--- src/hw/board_glue_params.svh ---
// Purpose: Constants for the board glue logic and codec clock generator.
// Assumes: Single 250 MHz core clock.
// Notes: Offsets are bus byte offsets or processor I/O addresses.
`ifndef BOARD_GLUE_PARAMS_SVH
`define BOARD_GLUE_PARAMS_SVH
`define HOST_REG_BASE 8'h80
`define HOST_CTRL_OFS 8'h80
`define HOST_STAT_OFS 8'h84
`define HOST_REV_OFS 8'h88
`define HOST_SEM0_OFS 8'h8C
`define HOST_SEM1_OFS 8'h90
`define TBC_LAST_OFS 8'h5C
`define PROC_CTRL_ADR 3'h0
`define PROC_STAT_ADR 3'h1
`define PROC_PAGE_ADR 3'h2
`define PROC_DBIO_ADR 3'h3
`define PROC_CODEC_ADR 3'h4
`define PROC_CLKDIV_ADR 3'h5
`define PROC_SEM0_ADR 3'h6
`define PROC_SEM1_ADR 3'h7
`define MCLK_RATIO 10'd256
`define BCLK_PER_MCLK 3'd4
`define BITS_PER_FRAME 6'd63
`define CODEC_CTRL_RST 8'h00
`define CLKDIV_RST 8'h00
`define PAGE_RST 8'h20
`define REV_VALUE 8'h01
`endif

--- src/hw/board_glue_pkg.sv ---
// Purpose: Types for the board glue logic.
// Assumes: Nothing.
// Notes: Structs carry grouped bus signals.
package board_glue_pkg;
  typedef struct packed {
    logic rd;
    logic wr;
    logic [7:0] addr;
    logic [15:0] wdata;
  } gp_req_t;
  typedef struct packed {
    logic rd;
    logic wr;
    logic [2:0] addr;
    logic [7:0] wdata;
  } proc_req_t;
  typedef enum logic [1:0] {
    XF_IDLE = 2'b00,
    XF_LOW = 2'b01,
    XF_HIGH = 2'b11
  } xfer_state_t;
endpackage : board_glue_pkg

--- src/hw/board_glue_logic.sv ---
// Purpose: Board glue logic: codec clocks, bus decode, registers, resets, interrupts, semaphores.
// Assumes: All inputs synchronous to core_clk; source clocks enter as sampled enables.
// Notes: Codec clocks are produced as registered levels at core_clk resolution.
`timescale 1ns/100ps
`default_nettype none
`include "board_glue_params.svh"
module board_glue_logic
  import board_glue_pkg::*;
#(
  parameter int DIV_W = 4
) (
  input wire logic core_clk,
  input wire logic rst,
  input wire logic src_a_tick,
  input wire logic src_b_tick,
  input wire gp_req_t gp_req,
  output logic [15:0] gp_rdata,
  output logic scan_rd,
  output logic scan_wr,
  input wire proc_req_t proc_req,
  output logic [7:0] proc_rdata,
  input wire logic bridge_rst_req,
  input wire logic button_rst_req,
  input wire logic supply_rst_req,
  output logic proc_rst,
  output logic dboard_rst,
  output logic scan_rst,
  input wire logic dboard_irq,
  output logic host_irq,
  output logic proc_nmi,
  output logic proc_irq3,
  input wire logic [7:0] dboard_gpio_in,
  output logic [7:0] dboard_gpio_out,
  input wire logic dboard_wide_acc,
  input wire logic dboard_rd,
  input wire logic dboard_wr,
  output logic xcvr_latch_up,
  output logic xcvr_oe_up,
  output logic xcvr_hi_sel,
  output logic codec_mclk,
  output logic codec_bclk,
  output logic codec_frame,
  output logic codec_en
);

  // ****************************************
  // Register storage
  // ****************************************
  logic [7:0] host_ctrl_ff, proc_ctrl_ff, page_ff, codec_ff, clkdiv_ff;
  logic sem0_ff, sem1_ff, sem0_host_ff, sem1_host_ff;
  logic host_irq_req_ff, dsp_irq_req_ff;
  logic [2:0] rst_cnt_ff;
  logic [DIV_W-1:0] div_cnt_ff;
  logic [2:0] bclk_cnt_ff;
  logic [5:0] bit_cnt_ff;
  xfer_state_t xf_ff;

  function automatic logic hit_host(input gp_req_t r, input logic [7:0] ofs);
    hit_host = r.addr[7] && (r.addr == ofs);
  endfunction : hit_host

  function automatic logic hit_proc(input proc_req_t r, input logic [2:0] a);
    hit_proc = r.addr == a;
  endfunction : hit_proc

  wire logic glue_wr = gp_req.wr && gp_req.addr[7];
  wire logic proc_wr = proc_req.wr;

  // ****************************************
  // Bus decode to scan controller
  // ****************************************
  always_ff @(posedge core_clk or posedge rst) begin
    if (rst) begin
      scan_rd <= 1'b0;
      scan_wr <= 1'b0;
    end else begin
      scan_rd <= gp_req.rd && !gp_req.addr[7] && (gp_req.addr <= `TBC_LAST_OFS);
      scan_wr <= gp_req.wr && !gp_req.addr[7] && (gp_req.addr <= `TBC_LAST_OFS);
    end
  end

  // ****************************************
  // Control registers
  // ****************************************
  always_ff @(posedge core_clk or posedge rst) begin
    if (rst) begin
      host_ctrl_ff <= 8'h00;
      proc_ctrl_ff <= 8'h00;
      page_ff <= `PAGE_RST;
      codec_ff <= `CODEC_CTRL_RST;
      clkdiv_ff <= `CLKDIV_RST;
      dboard_gpio_out <= 8'h00;
    end else begin
      if (glue_wr && hit_host(gp_req, `HOST_CTRL_OFS)) host_ctrl_ff <= gp_req.wdata[7:0];
      if (proc_wr && hit_proc(proc_req, `PROC_CTRL_ADR)) proc_ctrl_ff <= proc_req.wdata;
      if (proc_wr && hit_proc(proc_req, `PROC_PAGE_ADR)) page_ff <= proc_req.wdata;
      if (proc_wr && hit_proc(proc_req, `PROC_DBIO_ADR)) dboard_gpio_out <= proc_req.wdata;
      if (proc_wr && hit_proc(proc_req, `PROC_CODEC_ADR)) codec_ff <= proc_req.wdata;
      if (proc_wr && hit_proc(proc_req, `PROC_CLKDIV_ADR)) clkdiv_ff <= proc_req.wdata;
    end
  end

  // ****************************************
  // Semaphores
  // ****************************************
  // A read of a free semaphore grants it to the reader; a write by its holder frees it.
  // A host read in the same cycle wins, so the processor must see the semaphore taken.
  wire logic host_take0 = gp_req.rd && hit_host(gp_req, `HOST_SEM0_OFS);
  wire logic host_take1 = gp_req.rd && hit_host(gp_req, `HOST_SEM1_OFS);
  always_ff @(posedge core_clk or posedge rst) begin
    if (rst) begin
      sem0_ff <= 1'b0;
      sem1_ff <= 1'b0;
      sem0_host_ff <= 1'b0;
      sem1_host_ff <= 1'b0;
    end else begin
      if (!sem0_ff && gp_req.rd && hit_host(gp_req, `HOST_SEM0_OFS)) begin
        sem0_ff <= 1'b1;
        sem0_host_ff <= 1'b1;
      end else if (!sem0_ff && proc_req.rd && hit_proc(proc_req, `PROC_SEM0_ADR)) begin
        sem0_ff <= 1'b1;
        sem0_host_ff <= 1'b0;
      end else if ((glue_wr && hit_host(gp_req, `HOST_SEM0_OFS) && sem0_host_ff) ||
                   (proc_wr && hit_proc(proc_req, `PROC_SEM0_ADR) && !sem0_host_ff)) begin
        sem0_ff <= 1'b0;
      end
      if (!sem1_ff && gp_req.rd && hit_host(gp_req, `HOST_SEM1_OFS)) begin
        sem1_ff <= 1'b1;
        sem1_host_ff <= 1'b1;
      end else if (!sem1_ff && proc_req.rd && hit_proc(proc_req, `PROC_SEM1_ADR)) begin
        sem1_ff <= 1'b1;
        sem1_host_ff <= 1'b0;
      end else if ((glue_wr && hit_host(gp_req, `HOST_SEM1_OFS) && sem1_host_ff) ||
                   (proc_wr && hit_proc(proc_req, `PROC_SEM1_ADR) && !sem1_host_ff)) begin
        sem1_ff <= 1'b0;
      end
    end
  end

  // ****************************************
  // Read data
  // ****************************************
  always_ff @(posedge core_clk or posedge rst) begin
    if (rst) begin
      gp_rdata <= 16'h0000;
    end else if (gp_req.rd && gp_req.addr[7]) begin
      case (gp_req.addr)
        `HOST_CTRL_OFS: gp_rdata <= {8'h00, host_ctrl_ff};
        `HOST_STAT_OFS: gp_rdata <= {12'h000, dboard_irq, dsp_irq_req_ff, host_irq_req_ff, proc_rst};
        `HOST_REV_OFS: gp_rdata <= {8'h00, `REV_VALUE};
        `HOST_SEM0_OFS: gp_rdata <= {15'h0000, sem0_ff};
        `HOST_SEM1_OFS: gp_rdata <= {15'h0000, sem1_ff};
        default: gp_rdata <= 16'h0000;
      endcase
    end
  end

  always_ff @(posedge core_clk or posedge rst) begin
    if (rst) begin
      proc_rdata <= 8'h00;
    end else if (proc_req.rd) begin
      case (proc_req.addr)
        `PROC_CTRL_ADR: proc_rdata <= proc_ctrl_ff;
        `PROC_STAT_ADR: proc_rdata <= {5'h00, dboard_irq, host_irq_req_ff, dsp_irq_req_ff};
        `PROC_PAGE_ADR: proc_rdata <= page_ff;
        `PROC_DBIO_ADR: proc_rdata <= dboard_gpio_in;
        `PROC_CODEC_ADR: proc_rdata <= codec_ff;
        `PROC_CLKDIV_ADR: proc_rdata <= clkdiv_ff;
        `PROC_SEM0_ADR: proc_rdata <= {7'h00, sem0_ff || host_take0};
        default: proc_rdata <= {7'h00, sem1_ff || host_take1};
      endcase
    end
  end

  // ****************************************
  // Resets
  // ****************************************
  // Any request restarts a short stretch so a one-cycle request is not lost.
  wire logic any_rst = bridge_rst_req | button_rst_req | supply_rst_req | host_ctrl_ff[0] | proc_ctrl_ff[0];
  always_ff @(posedge core_clk or posedge rst) begin
    if (rst) begin
      rst_cnt_ff <= 3'h7;
      proc_rst <= 1'b1;
      dboard_rst <= 1'b1;
      scan_rst <= 1'b1;
    end else begin
      rst_cnt_ff <= any_rst ? 3'h7 : (rst_cnt_ff != 3'h0 ? rst_cnt_ff - 3'h1 : 3'h0);
      proc_rst <= any_rst || (rst_cnt_ff != 3'h0);
      dboard_rst <= any_rst || (rst_cnt_ff != 3'h0) || proc_ctrl_ff[1];
      scan_rst <= bridge_rst_req || supply_rst_req || host_ctrl_ff[1];
    end
  end

  // ****************************************
  // Interrupts
  // ****************************************
  // Host control bit 2 raises a processor request, processor bit 2 a host request.
  // A new request wins over a clear in the same cycle.
  always_ff @(posedge core_clk or posedge rst) begin
    if (rst) begin
      host_irq_req_ff <= 1'b0;
      dsp_irq_req_ff <= 1'b0;
      host_irq <= 1'b0;
      proc_nmi <= 1'b0;
      proc_irq3 <= 1'b0;
    end else begin
      if (proc_wr && hit_proc(proc_req, `PROC_CTRL_ADR) && proc_req.wdata[2]) host_irq_req_ff <= 1'b1;
      else if (glue_wr && hit_host(gp_req, `HOST_STAT_OFS) && gp_req.wdata[1]) host_irq_req_ff <= 1'b0;
      if (glue_wr && hit_host(gp_req, `HOST_CTRL_OFS) && gp_req.wdata[2]) dsp_irq_req_ff <= 1'b1;
      else if (proc_wr && hit_proc(proc_req, `PROC_STAT_ADR) && proc_req.wdata[0]) dsp_irq_req_ff <= 1'b0;
      host_irq <= host_irq_req_ff && host_ctrl_ff[3];
      proc_nmi <= dsp_irq_req_ff && proc_ctrl_ff[3] && host_ctrl_ff[4];
      proc_irq3 <= proc_ctrl_ff[5] ? (dboard_irq && proc_ctrl_ff[4]) : (dsp_irq_req_ff && proc_ctrl_ff[4]);
    end
  end

  // ****************************************
  // Upper data transceiver
  // ****************************************
  // A wide access moves two halves: low half first, upper half from the latch.
  always_ff @(posedge core_clk or posedge rst) begin
    if (rst) begin
      xf_ff <= XF_IDLE;
      xcvr_latch_up <= 1'b0;
      xcvr_oe_up <= 1'b0;
      xcvr_hi_sel <= 1'b0;
    end else begin
      case (xf_ff)
        XF_IDLE: begin
          xcvr_latch_up <= 1'b0;
          xcvr_oe_up <= 1'b0;
          xcvr_hi_sel <= 1'b0;
          if (dboard_wide_acc && (dboard_rd || dboard_wr)) begin
            xf_ff <= XF_LOW;
            xcvr_latch_up <= 1'b1;
          end
        end
        XF_LOW: begin
          xcvr_latch_up <= 1'b0;
          if (dboard_rd || dboard_wr) begin
            xf_ff <= XF_HIGH;
            xcvr_hi_sel <= 1'b1;
            xcvr_oe_up <= 1'b1;
          end
        end
        XF_HIGH: begin
          xf_ff <= XF_IDLE;
          xcvr_hi_sel <= 1'b0;
          xcvr_oe_up <= 1'b0;
        end
        default: xf_ff <= XF_IDLE;
      endcase
    end
  end

  // ****************************************
  // Codec clocks
  // ****************************************
  // Codec register: bit0 clocks on, bit1 codec enabled. Clock register:
  // bit7 source select, bits DIV_W-1:0 half-period in source ticks minus one.
  wire logic src_tick = clkdiv_ff[7] ? src_b_tick : src_a_tick;
  wire logic clk_on = codec_ff[0];
  wire logic mclk_edge = clk_on && src_tick && (div_cnt_ff == clkdiv_ff[DIV_W-1:0]);

  always_ff @(posedge core_clk or posedge rst) begin
    if (rst) begin
      div_cnt_ff <= '0;
      codec_mclk <= 1'b0;
      codec_en <= 1'b0;
    end else begin
      codec_en <= codec_ff[1];
      if (!clk_on) begin
        div_cnt_ff <= '0;
        codec_mclk <= 1'b0;
      end else if (src_tick) begin
        div_cnt_ff <= mclk_edge ? '0 : div_cnt_ff + 1'b1;
        if (mclk_edge) codec_mclk <= ~codec_mclk;
      end
    end
  end

  // Bit clock toggles every 2 master periods, i.e. master/4 with equal halves.
  wire logic mclk_fall = mclk_edge && codec_mclk;
  wire logic bclk_edge = mclk_fall && bclk_cnt_ff[0];
  always_ff @(posedge core_clk or posedge rst) begin
    if (rst) begin
      bclk_cnt_ff <= 3'h0;
      codec_bclk <= 1'b0;
      bit_cnt_ff <= 6'h00;
      codec_frame <= 1'b0;
    end else if (!clk_on) begin
      bclk_cnt_ff <= 3'h0;
      codec_bclk <= 1'b0;
      bit_cnt_ff <= 6'h00;
      codec_frame <= 1'b0;
    end else if (bclk_edge) begin
      bclk_cnt_ff <= 3'h0;
      codec_bclk <= ~codec_bclk;
      if (!codec_bclk) begin
        // Frame changes only on rising bit clock so it spans one bit period.
        bit_cnt_ff <= bit_cnt_ff + 6'h01;
        codec_frame <= (bit_cnt_ff == `BITS_PER_FRAME);
      end
    end else if (mclk_fall) begin
      bclk_cnt_ff <= bclk_cnt_ff + 3'h1;
    end
  end

  // ****************************************
  // Checks
  // ****************************************
  scan_gate_a: assert property (@(posedge core_clk) disable iff (rst)
    scan_rd |-> $past(!gp_req.addr[7] && gp_req.rd)) else $error("scan read without low address");
  glue_claim_a: assert property (@(posedge core_clk) disable iff (rst)
    (gp_req.addr[7] && (gp_req.rd || gp_req.wr)) |=> !scan_rd && !scan_wr) else $error("glue access leaked");
  frame_one_bit_a: assert property (@(posedge core_clk) disable iff (rst)
    $rose(codec_frame) |-> codec_bclk) else $error("frame not on rising bit clock");
  frame_launch_a: assert property (@(posedge core_clk) disable iff (rst)
    $changed(codec_frame) && clk_on |-> $rose(codec_bclk)) else $error("frame moved off rising edge");
  mclk_off_a: assert property (@(posedge core_clk) disable iff (rst)
    !codec_ff[0] |=> !codec_mclk && !codec_bclk) else $error("clocks run while disabled");
  bclk_sync_a: assert property (@(posedge core_clk) disable iff (rst)
    $changed(codec_bclk) && clk_on |-> $fell(codec_mclk)) else $error("bit clock off master edge");
  rev_read_a: assert property (@(posedge core_clk) disable iff (rst)
    (gp_req.rd && gp_req.addr == `HOST_REV_OFS) |=> gp_rdata == {8'h00, `REV_VALUE}) else $error("bad revision");
  sem_grant_a: assert property (@(posedge core_clk) disable iff (rst)
    (!sem0_ff && proc_req.rd && proc_req.addr == `PROC_SEM0_ADR && !(gp_req.rd && gp_req.addr == `HOST_SEM0_OFS))
    |=> sem0_ff && !sem0_host_ff) else $error("semaphore not granted");
  rst_merge_a: assert property (@(posedge core_clk) disable iff (rst)
    button_rst_req |=> proc_rst ##1 proc_rst) else $error("reset not stretched");
  codec_en_a: assert property (@(posedge core_clk) disable iff (rst)
    codec_en == $past(codec_ff[1])) else $error("codec enable lag");

endmodule : board_glue_logic
`default_nettype wire

--- config.mk ---
export PLATFORM = sky130hd
export DESIGN_NAME = board_glue_logic
export DESIGN_NICKNAME = d
export VERILOG_FILES = /design/src/hw/board_glue_pkg.sv /design/src/hw/board_glue_logic.sv
export VERILOG_INCLUDE_DIRS = /design/src /design/src/hw
export SDC_FILE = /design/constraint.sdc
export NUM_CORES = 1
export LEC_CHECK = 0
export BUFFER_PORTS_ARGS = -buffer_cell sky130_fd_sc_hd__buf_2
export CAP_MARGIN = 10
export CORE_MARGIN = 5
export CORE_UTILIZATION = 54
export DETAILED_ROUTE_END_ITERATION = 10
export PLACE_DENSITY = 0.8
export SLEW_MARGIN = 10
export SYNTH_ARGS = -nofsm -noshare
export SYNTH_HDL_FRONTEND = slang
export SYNTH_SLANG_ARGS = --single-unit
--- constraint.sdc ---
create_clock -name core_clk -period 4 [get_ports core_clk]
set_input_delay 0.4 -clock core_clk [delete_from_list [all_inputs] [get_ports core_clk]]
set_output_delay 0.4 -clock core_clk [all_outputs]
set_load 0.01 [all_outputs]
Yosys cells after proc, flatten, opt, wreduce, memory -nomap -nowiden
Index checks and enable logic that the tools add are counted.
W data, S select, Z words.
{ "op_classes": {"n_reduce_logical": 80, "bitwise_logic": 6, "addsub": 4, "mux": 44, "order_cmp": 1, "eq_ne": 23} }
{ "op_table": {"columns": ["op", "count"], "rows": [
  ["$pmux W8 S7", 1],
  ["$logic_and A1 B1 Y1", 50],
  ["$eq A8 B8 Y1 const B", 5],
  ["$pmux W8 S5", 1],
  ["$mux W1", 26],
  ["$mux W6", 3],
  ["$mux W3", 5],
  ["$eq A3 B3 Y1 const B", 4],
  ["$mux W4", 3],
  ["$reduce_bool A2 Y1", 6],
  ["$logic_or A1 B1 Y1", 9],
  ["$reduce_bool A3 Y1", 3],
  ["$le A8 B7 Y1 const B", 1],
  ["$reduce_and A2 Y1", 4],
  ["$add A6 B1 Y6 const B", 1],
  ["$eq A3 B2 Y1 const B", 2],
  ["$eq A6 B6 Y1 const B", 1],
  ["$ne A2 B1 Y1 const B", 3],
  ["$ne A2 B2 Y1 const B", 3],
  ["$logic_not A1 Y1", 5],
  ["$add A4 B1 Y4 const B", 1],
  ["$eq A4 B4 Y1", 1],
  ["$mux W2", 2],
  ["$or A1 B1 Y1", 4],
  ["12 further kinds", 14]
]} }
{ "totals": {"in_bits": 58, "output_inout_bits": 47, "reg_bits": 110} }

Logic depth before layout (Yosys ltp)
Gate-level depths: netlist of run 1.
{ "depth": {"depth_word": 8, "ltp_mapped": 6} }

Worst setup path after synthesis of run 1
Ideal clock, no wire load.
{ "synth_timing": {"path_kind": "input port to flip-flop", "startpoint": "in gp_req[22] (netlist name)", "endpoint": "reg host_ctrl_ff[0]", "stages": 5, "n_path_buf": 1, "path_slack_ns": 1.759, "t_required_ns": 3.875, "t_arrival_ns": 2.116, "cell_sequence": "or4b_1 -> or3_1 -> buf_2 -> nor4_4 -> mux2_2"} }
{ "synth_via": {"elab_chain_len": 3} }
{ "synth_lines": {"columns": ["element", "line", "source"], "rows": [
  ["start, declared", "board_glue_logic.sv:16", "input wire gp_req_t gp_req,"],
  ["$eq A8 B8 Y1", "board_glue_logic.sv:59", "hit_host = r.addr[7] && (r.addr == ofs);"],
  ["$logic_and A1 B1 Y1", "board_glue_logic.sv:59", null],
  ["$logic_and A1 B1 Y1", "board_glue_logic.sv:94", "if (glue_wr && hit_host(gp_req, `HOST_CTRL_OFS)) host_ctrl_ff <= gp_req.wdata[7:0];"],
  ["end signal, assigned", "board_glue_logic.sv:94", null],
  ["end, declared", "board_glue_logic.sv:49", "logic [7:0] host_ctrl_ff, proc_ctrl_ff, page_ff, codec_ff, clkdiv_ff;"]
]} }
No other way between the ends.
A chain may end at the register's enable or synchronous reset.

Worst setup path after layout of run 1
{ "layout_timing": {"startpoint": "reg codec_ff[0]", "endpoint": "reg bit_cnt_ff[2]"} }
{ "layout_via": {"elab_chain_len": 6} }
{ "layout_lines": {"columns": ["element", "line", "source"], "rows": [
  ["start, declared", "board_glue_logic.sv:49", null],
  ["start signal, assigned", "board_glue_logic.sv:90", "codec_ff <= `CODEC_CTRL_RST;"],
  ["start signal, assigned", "board_glue_logic.sv:98", "if (proc_wr && hit_proc(proc_req, `PROC_CODEC_ADR)) codec_ff <= proc_req.wdata;"],
  ["$logic_and A1 B1 Y1 (2 in a row)", "board_glue_logic.sv:263", "wire logic mclk_edge = clk_on && src_tick && (div_cnt_ff == clkdiv_ff[DIV_W-1:0]);"],
  ["$logic_and A1 B1 Y1", "board_glue_logic.sv:283", "wire logic mclk_fall = mclk_edge && codec_mclk;"],
  ["$logic_and A1 B1 Y1", "board_glue_logic.sv:284", "wire logic bclk_edge = mclk_fall && bclk_cnt_ff[0];"],
  ["$ne A2 B1 Y1 (no line)", null, null],
  ["$reduce_and A2 Y1 (no line)", null, null],
  ["end signal, assigned", "board_glue_logic.sv:301", "bit_cnt_ff <= bit_cnt_ff + 6'h01;"],
  ["end, declared", "board_glue_logic.sv:55", "logic [5:0] bit_cnt_ff;"]
]} }
Parallel ways exist; a longest one is shown, timed or not.

==> flow_summary_export.csv, run 1 <==
group,metric,value,unit
drt,vias,3504,
global_routing,grt.overflow.total,0,
logic_synthesis,netlist_area,4740,µm²
power_and_ir_drop,power.switching,0.000692,W
floorplan,start_util,54.9,%
cells_and_area,drive_above_1_share,37.2,%
cts,cts_num_sinks,100,
drt,wl_per_cell,17.8,µm
placement,io_buffer_count,88,
logic_synthesis,synth_edf_count,0,
timing,worst_slew_pin_slew,0.932,ns
logic_synthesis,synthArstFlopShare,100,%
floorplan,num_io_pins,105,
power_and_ir_drop,internal_power,0.00162,W
floorplan,core,8640,µm²
worst_setup_path,required,4.25,ns
cts,h-tree-depth,3,
logic_synthesis,ys_ff_latch,100,
timing,fin_crit,2.28,ns
global_routing,grt_max_degree,79,
cells_and_area,nets,552,
worst_setup_path,worstPathCellList,"nand4_1 > or3_1 > a31o_2",
timing,fmax,439,MHz
power_and_ir_drop,swShare,29.9,%
timing,maxSlewHeadroom,37.8,%
cts,clk_path_buf_depth,2,
cts,clk_pin_slew_worst_paths,0.09,ns
min_path,hold_class,"in2async",
cts,postCtsSetupBuffers,0,
drt,drt_iter0_markers,161,
drt,routed_wl,10700,µm
floorplan,die_x,104,µm
placement,place_congestion,0.797,
power_and_ir_drop,pwr-share-comb,20.7,%
power_and_ir_drop,p_seq_share,54.5,%
timing,drv_slew,0,
cells_and_area,regArea,2510,µm²
cells_and_area,syn_to_final_growth,14.1,%
timing,rsz0062_at_grt,"false",
timing,skew,0.00906,ns
cts,hold_buffers,0,
cells_and_area,fill_cells,704,
placement,dp_cells,584,
logic_synthesis,syn_inst,403,
drt,drc,0,
timing,final.period_utilization,56.9,%
cells_and_area,diodes,0,
worst_setup_path,cp_slowest_cell,"dfrtp_1",
floorplan,num_rows,34,
cts,clk_latency,0.36,ns
cts,cts_tree,"yes",
logic_synthesis,synth.avg_cell_area,11.8,µm²
timing,hold_viol_final,0,
global_routing,antenna_found_initial,0,
global_routing,first_global_vias,3514,
drt,antenna_left,0,
drt,drt-vias-per-instance,5.84,
global_routing,grt_usage,19.9,%
run_status,outcome,"finished, final reports clean",
timing,setup_viol,0,
worst_setup_path,cp_max_fo,17,
logic_synthesis,yosysSeqAreaShare,53.0,%
placement,dp_hpwl,7710,µm
power_and_ir_drop,clkPwrFrac,24.8,%
worst_setup_path,arrival,2.53,ns
cells_and_area,fin_cells,600,
logic_synthesis,synth_cell_types,52,
drt,drt_pass1_iterations,5,
logic_synthesis,synth_warnings,0,
logic_synthesis,synthFlopType,"dfrtp_1",
cts,cts_made_buffers,9,
run,max_cap_viol_count,0,
worst_setup_path,endpoint_kind,"flop",
worst_setup_path,cp_slowest_stage_delay,0.69,ns
worst_setup_path,start_kind,"flop",
cts,cts_resized,0,
floorplan,die_y,104,µm
floorplan,fp.dieArea,10800,µm²
power_and_ir_drop,max-vdd-ir-drop,0.218,mV
power_and_ir_drop,power.density,428,nW/µm²
timing,fin_setup_tns,0,ns
global_routing,grt_pass1_wl,17700,µm
power_and_ir_drop,leakagePower,2.51,nW
cells_and_area,multi_input_area,2070,µm²
cts,cts_root_buffer,"clkbuf_8",
worst_setup_path,worst-setup-path-type,"reg2reg",
## metrics by stage
step | hold WS [ns] | util, % | total power (W) | instance area [µm²] | setup WS (ns)
after CTS | 0.252 | 62.6 | 0.00234 | 5410 | 1.74
final | 0.249 | 62.6 | 0.00232 | 5410 | 1.72
after detailed placement | 0.406 | 60.7 | 0.00177 | 5240 | 1.45
after global routing | 0.244 | 62.6 | 0.00245 | 5410 | 1.61
after floorplan | 0.367 | - | 0.00160 | 4770 | 0.993
after global placement | 0.388 | 60.7 | 0.00173 | 5240 | 1.47
## registers in the layout (all words and copies together) (netlist names), 2 cells and up
signal,cells
div_cnt_ff,4
proc_rdata,8
proc_ctrl_ff,8
rst_cnt_ff,3
bit_cnt_ff,6
gp_rdata,8
page_ff,8
xf_ff,2
host_ctrl_ff,8
codec_ff,8
clkdiv_ff,8
dboard_gpio_out,8
## final cells by class
cell class,instances,area share [%]
inverters,15,1.09
flip-flops and latches,100,46.4
clock inverters,5,0.717
multi-input cells,270,38.3
well taps,108,2.50
repair buffers,91,8.56
clock buffers,11,2.43
## placed cells by master (no fill, tap or decap), types with 8 or more instances in the layout
master and count:
mux2_2 58, o21ai_0 14, mux2i_1 10, conb_1 8, nor2_1 15, nand3_1 9
clkbuf_8 9, a21oi_1 9, nand2b_1 9, buf_2 88, dfrtp_1 93, a22o_1 10
nand2_1 25, inv_1 14
## logic make-up after synthesis
group,share of synthesized area (%)
and+or+nand+nor,11.4
buffers and inverters,3.91
other,0.0791
DFF,53.0
adders and majority gates,1.85
xor gates and xnor gates,1.11
AOI/OAI and AO/OA,12.4
muxes,16.4
## critical path: cells and delay by family, from the launching register on
family	cells	cell delay, ns
AND/OR/NAND/NOR	2	1.18
flip-flops	1	0.69
AO/OA/AOI/OAI	1	0.30
## synth_stat cells (all sizes together), types with 6 or more instances
library cell | count | area (µm²)
dfrtp | 93 | 2330
mux2 | 58 | 653
nand2 | 25 | 93.8
inv | 15 | 56.3
nor2 | 15 | 56.3
clkbuf | 14 | 52.6
o21ai | 14 | 70.1
buf | 11 | 76.3
a22o | 10 | 87.6
mux2i | 10 | 100
a21oi | 9 | 45.0
nand2b | 9 | 56.3
nand3 | 9 | 45.0
dfstp | 7 | 184
ha | 7 | 87.6
or3 | 7 | 43.8
xnor2 | 6 | 52.6
## power groups by stage
stage          combinational [W]  sequential [W]  clock [W]
2_1_floorplan           0.000329         0.00127          0
3_3_place_gp            0.000464         0.00127          0
3_5_place_dp            0.000484         0.00128          0
4_1_cts                 0.000487         0.00126   0.000588
5_1_grt                 0.000535         0.00128   0.000637
6_report                0.000480         0.00126   0.000574
## routing by layer
layer	vias to the layer above	global-route usage (%)	wire, µm
met1	1749	27.3	4720
met5	-	0	0
met2	111	32.4	5280
met3	12	3.23	528
met4	0	6.11	130
li1	1632	-	-
## path summary, 6_finish.rpt
kind,startpoint,end,slack [ns],cells past startpoint
hold reg to reg,codec_ff[1],codec_en,0.42,0
max in group asynchronous,rst,scan_rst,2.85,3
setup reg to reg,codec_ff[0],bit_cnt_ff[2],1.72,3
min in group core_clk,gp_req[5],host_ctrl_ff[5],0.27,2
hold / removal,rst,bit_cnt_ff[1],0.25,2
setup / recovery,codec_ff[0],bit_cnt_ff[2],1.72,3
(Power assumes the default switching activity.)
==> run 2: changes to the inputs <==
Settings changed: ABC_AREA set to 1, PLACE_DENSITY 0.8 to 0.79.
Clock period 4 ns to 2.1 ns, I/O delays scaled along.
==> run 2 against run 1 <==
The run now ends with hold timing left. Clock power increased by 110%. Count of clock-buffer cells in the layout decreased by 1. Combinational power increased by 85%. Hold slack got worse by 0.28 ns. Sequential cell count unchanged. Cell area increased by 1.8%. Wire length increased by 3.6%. Synthesized cell count increased by 41%. Critical path type unchanged. Highest routed layer unchanged.
==> flow_summary_export.csv, run 2 <==
group,metric,value,unit
power_and_ir_drop,max-vdd-ir-drop,0.462,mV
timing,final.period_utilization,75.3,%
logic_synthesis,synthArstFlopShare,100,%
floorplan,num_io_pins,105,
global_routing,grt_max_degree,101,
cts,clk_pin_slew_worst_paths,0.10,ns
global_routing,first_global_vias,3884,
worst_setup_path,worst-setup-path-type,"reg2reg",
worst_setup_path,worst_r2r_path_depth,10,
logic_synthesis,synth_edf_count,0,
worst_setup_path,cp_slowest_cell,"dfrtp_1",
cts,postCtsSetupBuffers,0,
timing,fin_setup_tns,0,ns
logic_synthesis,synth_largest_area_cell,"dfrtp_1",
power_and_ir_drop,leakagePower,2.93,nW
floorplan,die_x,104,µm
drt,drc,0,
power_and_ir_drop,power.density,813,nW/µm²
placement,placed_area,5310,µm²
cts,cts_num_sinks,100,
worst_setup_path,required,2.34,ns
timing,maxSlewHeadroom,65.4,%
worst_setup_path,cp_max_fo,9,
timing,drv_slew,0,
drt,wl_per_cell,14.4,µm
cells_and_area,final_cell_mix,"178 x nand2_1, 93 x dfrtp_1, 88 x buf_2",
worst_setup_path,arrival,1.83,ns
drt,drt-vias-per-instance,5.32,
cells_and_area,utilization,63.1,%
cts,cts_made_buffers,9,
drt,drt_pass1_iterations,5,
worst_setup_path,worstPathCellList,"inv_1 > nand2_1 > nand2_1 > inv_1 > nor2_1 > nand3_1 > nor2_2 > nand2_1 > nand3_1 > nand2_1",
placement,dp_cells,754,
global_routing,grt_usage,20.4,%
min_path,hold_class,"in2async",
global_routing,grt_pass1_wl,18300,µm
timing,timing.hold.ws,-0.0273,ns
worst_setup_path,ff2ff_setup_slack,0.52,ns
placement,io_buffer_count,88,
worst_setup_path,rr_startpoint,"clkdiv_ff[7]",
floorplan,fp.dieArea,10900,µm²
timing,fmax,632,MHz
cts,clk_path_buf_depth,2,
run_status,outcome,"complete, but fails checks",
placement,place_congestion,0.882,
logic_synthesis,ys_ff_latch,100,
cts,clk_latency,0.36,ns
logic_synthesis,synth_warnings,0,
timing,rsz0062_at_grt,"false",
run_status,violations,"hold timing",
drt,antenna_left,0,
cells_and_area,diodes,0,
floorplan,die_y,104,µm
logic_synthesis,synthFlopType,"dfrtp_1",
logic_synthesis,netlist_area,4810,µm²
drt,vias,4095,
worst_setup_path,endpoint_kind,"flop",
drt,routed_wl,11100,µm
cts,hold_buffers,0,
floorplan,core,8720,µm²
logic_synthesis,synth.avg_cell_area,8.45,µm²
logic_synthesis,yosysSeqAreaShare,52.2,%
drt,drt_iter0_markers,196,
timing,setup_viol,0,
logic_synthesis,yosysTopAreaCellShare,48.4,%
floorplan,start_util,55.2,%
cells_and_area,syn_to_final_growth,14.5,%
run,max_cap_viol_count,0,
timing,hold_viol_final,15,
timing,fin_crit,1.58,ns
cells_and_area,nets,722,
cells_and_area,drive_above_1_share,21.3,%
cts,h-tree-depth,3,
global_routing,grt.overflow.total,0,
cts,cts_resized,0,
logic_synthesis,synth_cell_types,38,
cts,cts_root_buffer,"clkbuf_8",
cts,cts_tree,"yes",
cells_and_area,final_common_cell,"nand2_1",
worst_setup_path,rr_endpoint,"codec_bclk",
global_routing,antenna_found_initial,0,
logic_synthesis,synth_common_cells,"178 x nand2_1, 93 x dfrtp_1, 61 x inv_1, 56 x o21ai_0, 38 x nand3_1",
logic_synthesis,syn_inst,569,
timing,worst_slew_pin_slew,0.518,ns
cells_and_area,fin_cells,770,
placement,dp_hpwl,8310,µm
logic_synthesis,yosysMostFrequentCell,"nand2_1",
logic_synthesis,ys_top_cells_by_area,"dfrtp_1 48%, nand2_1 14%, o21ai_0 5.8%",
timing,skew,0.00869,ns
worst_setup_path,cp_slowest_stage_delay,0.41,ns
floorplan,num_rows,34,
worst_setup_path,start_kind,"flop",
worst_setup_path,crit_top_cell,"nand2_1",
cells_and_area,final_area,5510,µm²
-- run 2: cell types whose count changed after synthesis, moves of 12 or more --
cell and delta:
nand2_1 +153, mux2_2 -57, inv_1 +46, o21ai_0 +42, nand3_1 +29, clkbuf_1 -12
-- run 2: kinds of logic after synthesis --
| logic type | count (synthesis) | synth area share, % |
|---|---|---|
| AOI/OAI and AO/OA | 94 | 11.3 |
| muxes | 1 | 0.234 |
| DFF | 100 | 52.2 |
| xor gates and xnor gates | 6 | 1.09 |
| adders and majority gates | 7 | 1.82 |
| other | 1 | 0.0779 |
| buffers and inverters | 85 | 7.98 |
| and+or+nand+nor | 275 | 25.3 |
-- run 2: worst max path at each step --
stage                           end  cells after the start  slack (ns)         start
floorplan            bclk_cnt_ff[0]                      1        0.71           rst
global placement    host_ctrl_ff[6]                      9        0.47    gp_req[21]
global route             codec_bclk                     10        0.29  clkdiv_ff[7]
finish                   codec_bclk                     10        0.52  clkdiv_ff[7]
CTS                      codec_bclk                     10        0.51  clkdiv_ff[7]
detailed placement  host_ctrl_ff[7]                      9        0.38    gp_req[21]
-- run 2: per-stage QoR --
stage	setup WS, ns	total power, W
2_1_floorplan	0.706	0.00298
3_3_place_gp	0.473	0.00323
3_5_place_dp	0.384	0.00329
4_1_cts	0.508	0.00451
5_1_grt	0.294	0.00475
6_report	0.518	0.00448
-- run 2: layout make-up --
| cell class | instances | area (µm²) |
|---|---|---|
| multi-input cells | 391 | 1940 |
| clock buffers | 10 | 128 |
| well taps | 108 | 135 |
| clock inverters | 6 | 72.6 |
| flip-flops and latches | 100 | 2510 |
| inverters | 65 | 250 |
| fillers | 754 | 3210 |
| repair buffers | 90 | 468 |
-- run 2: worst max-delay path: cells and delay by family, from the launching register on --
| family | cells | cell delay [ns] |
|---|---|---|
| and+or+nand+nor | 8 | 0.91 |
| DFF | 1 | 0.41 |
| buffers and inverters | 2 | 0.16 |
-- run 2: where the power goes --
group	switching, W	internal, W	leakage [nW]
clock	0.000664	0.000566	0.103
combinational	0.000544	0.000346	1.57
sequential	0.000168	0.00219	1.26
total	0.00138	0.00310	2.93
-- run 2: routing by layer --
metal	global-route usage, %	routed length, µm	vias to the layer above
met3	4.53	745	26
met2	33.2	5320	156
met4	6.94	301	0
li1	-	-	2002
met5	0	0	-
met1	26.9	4680	1911
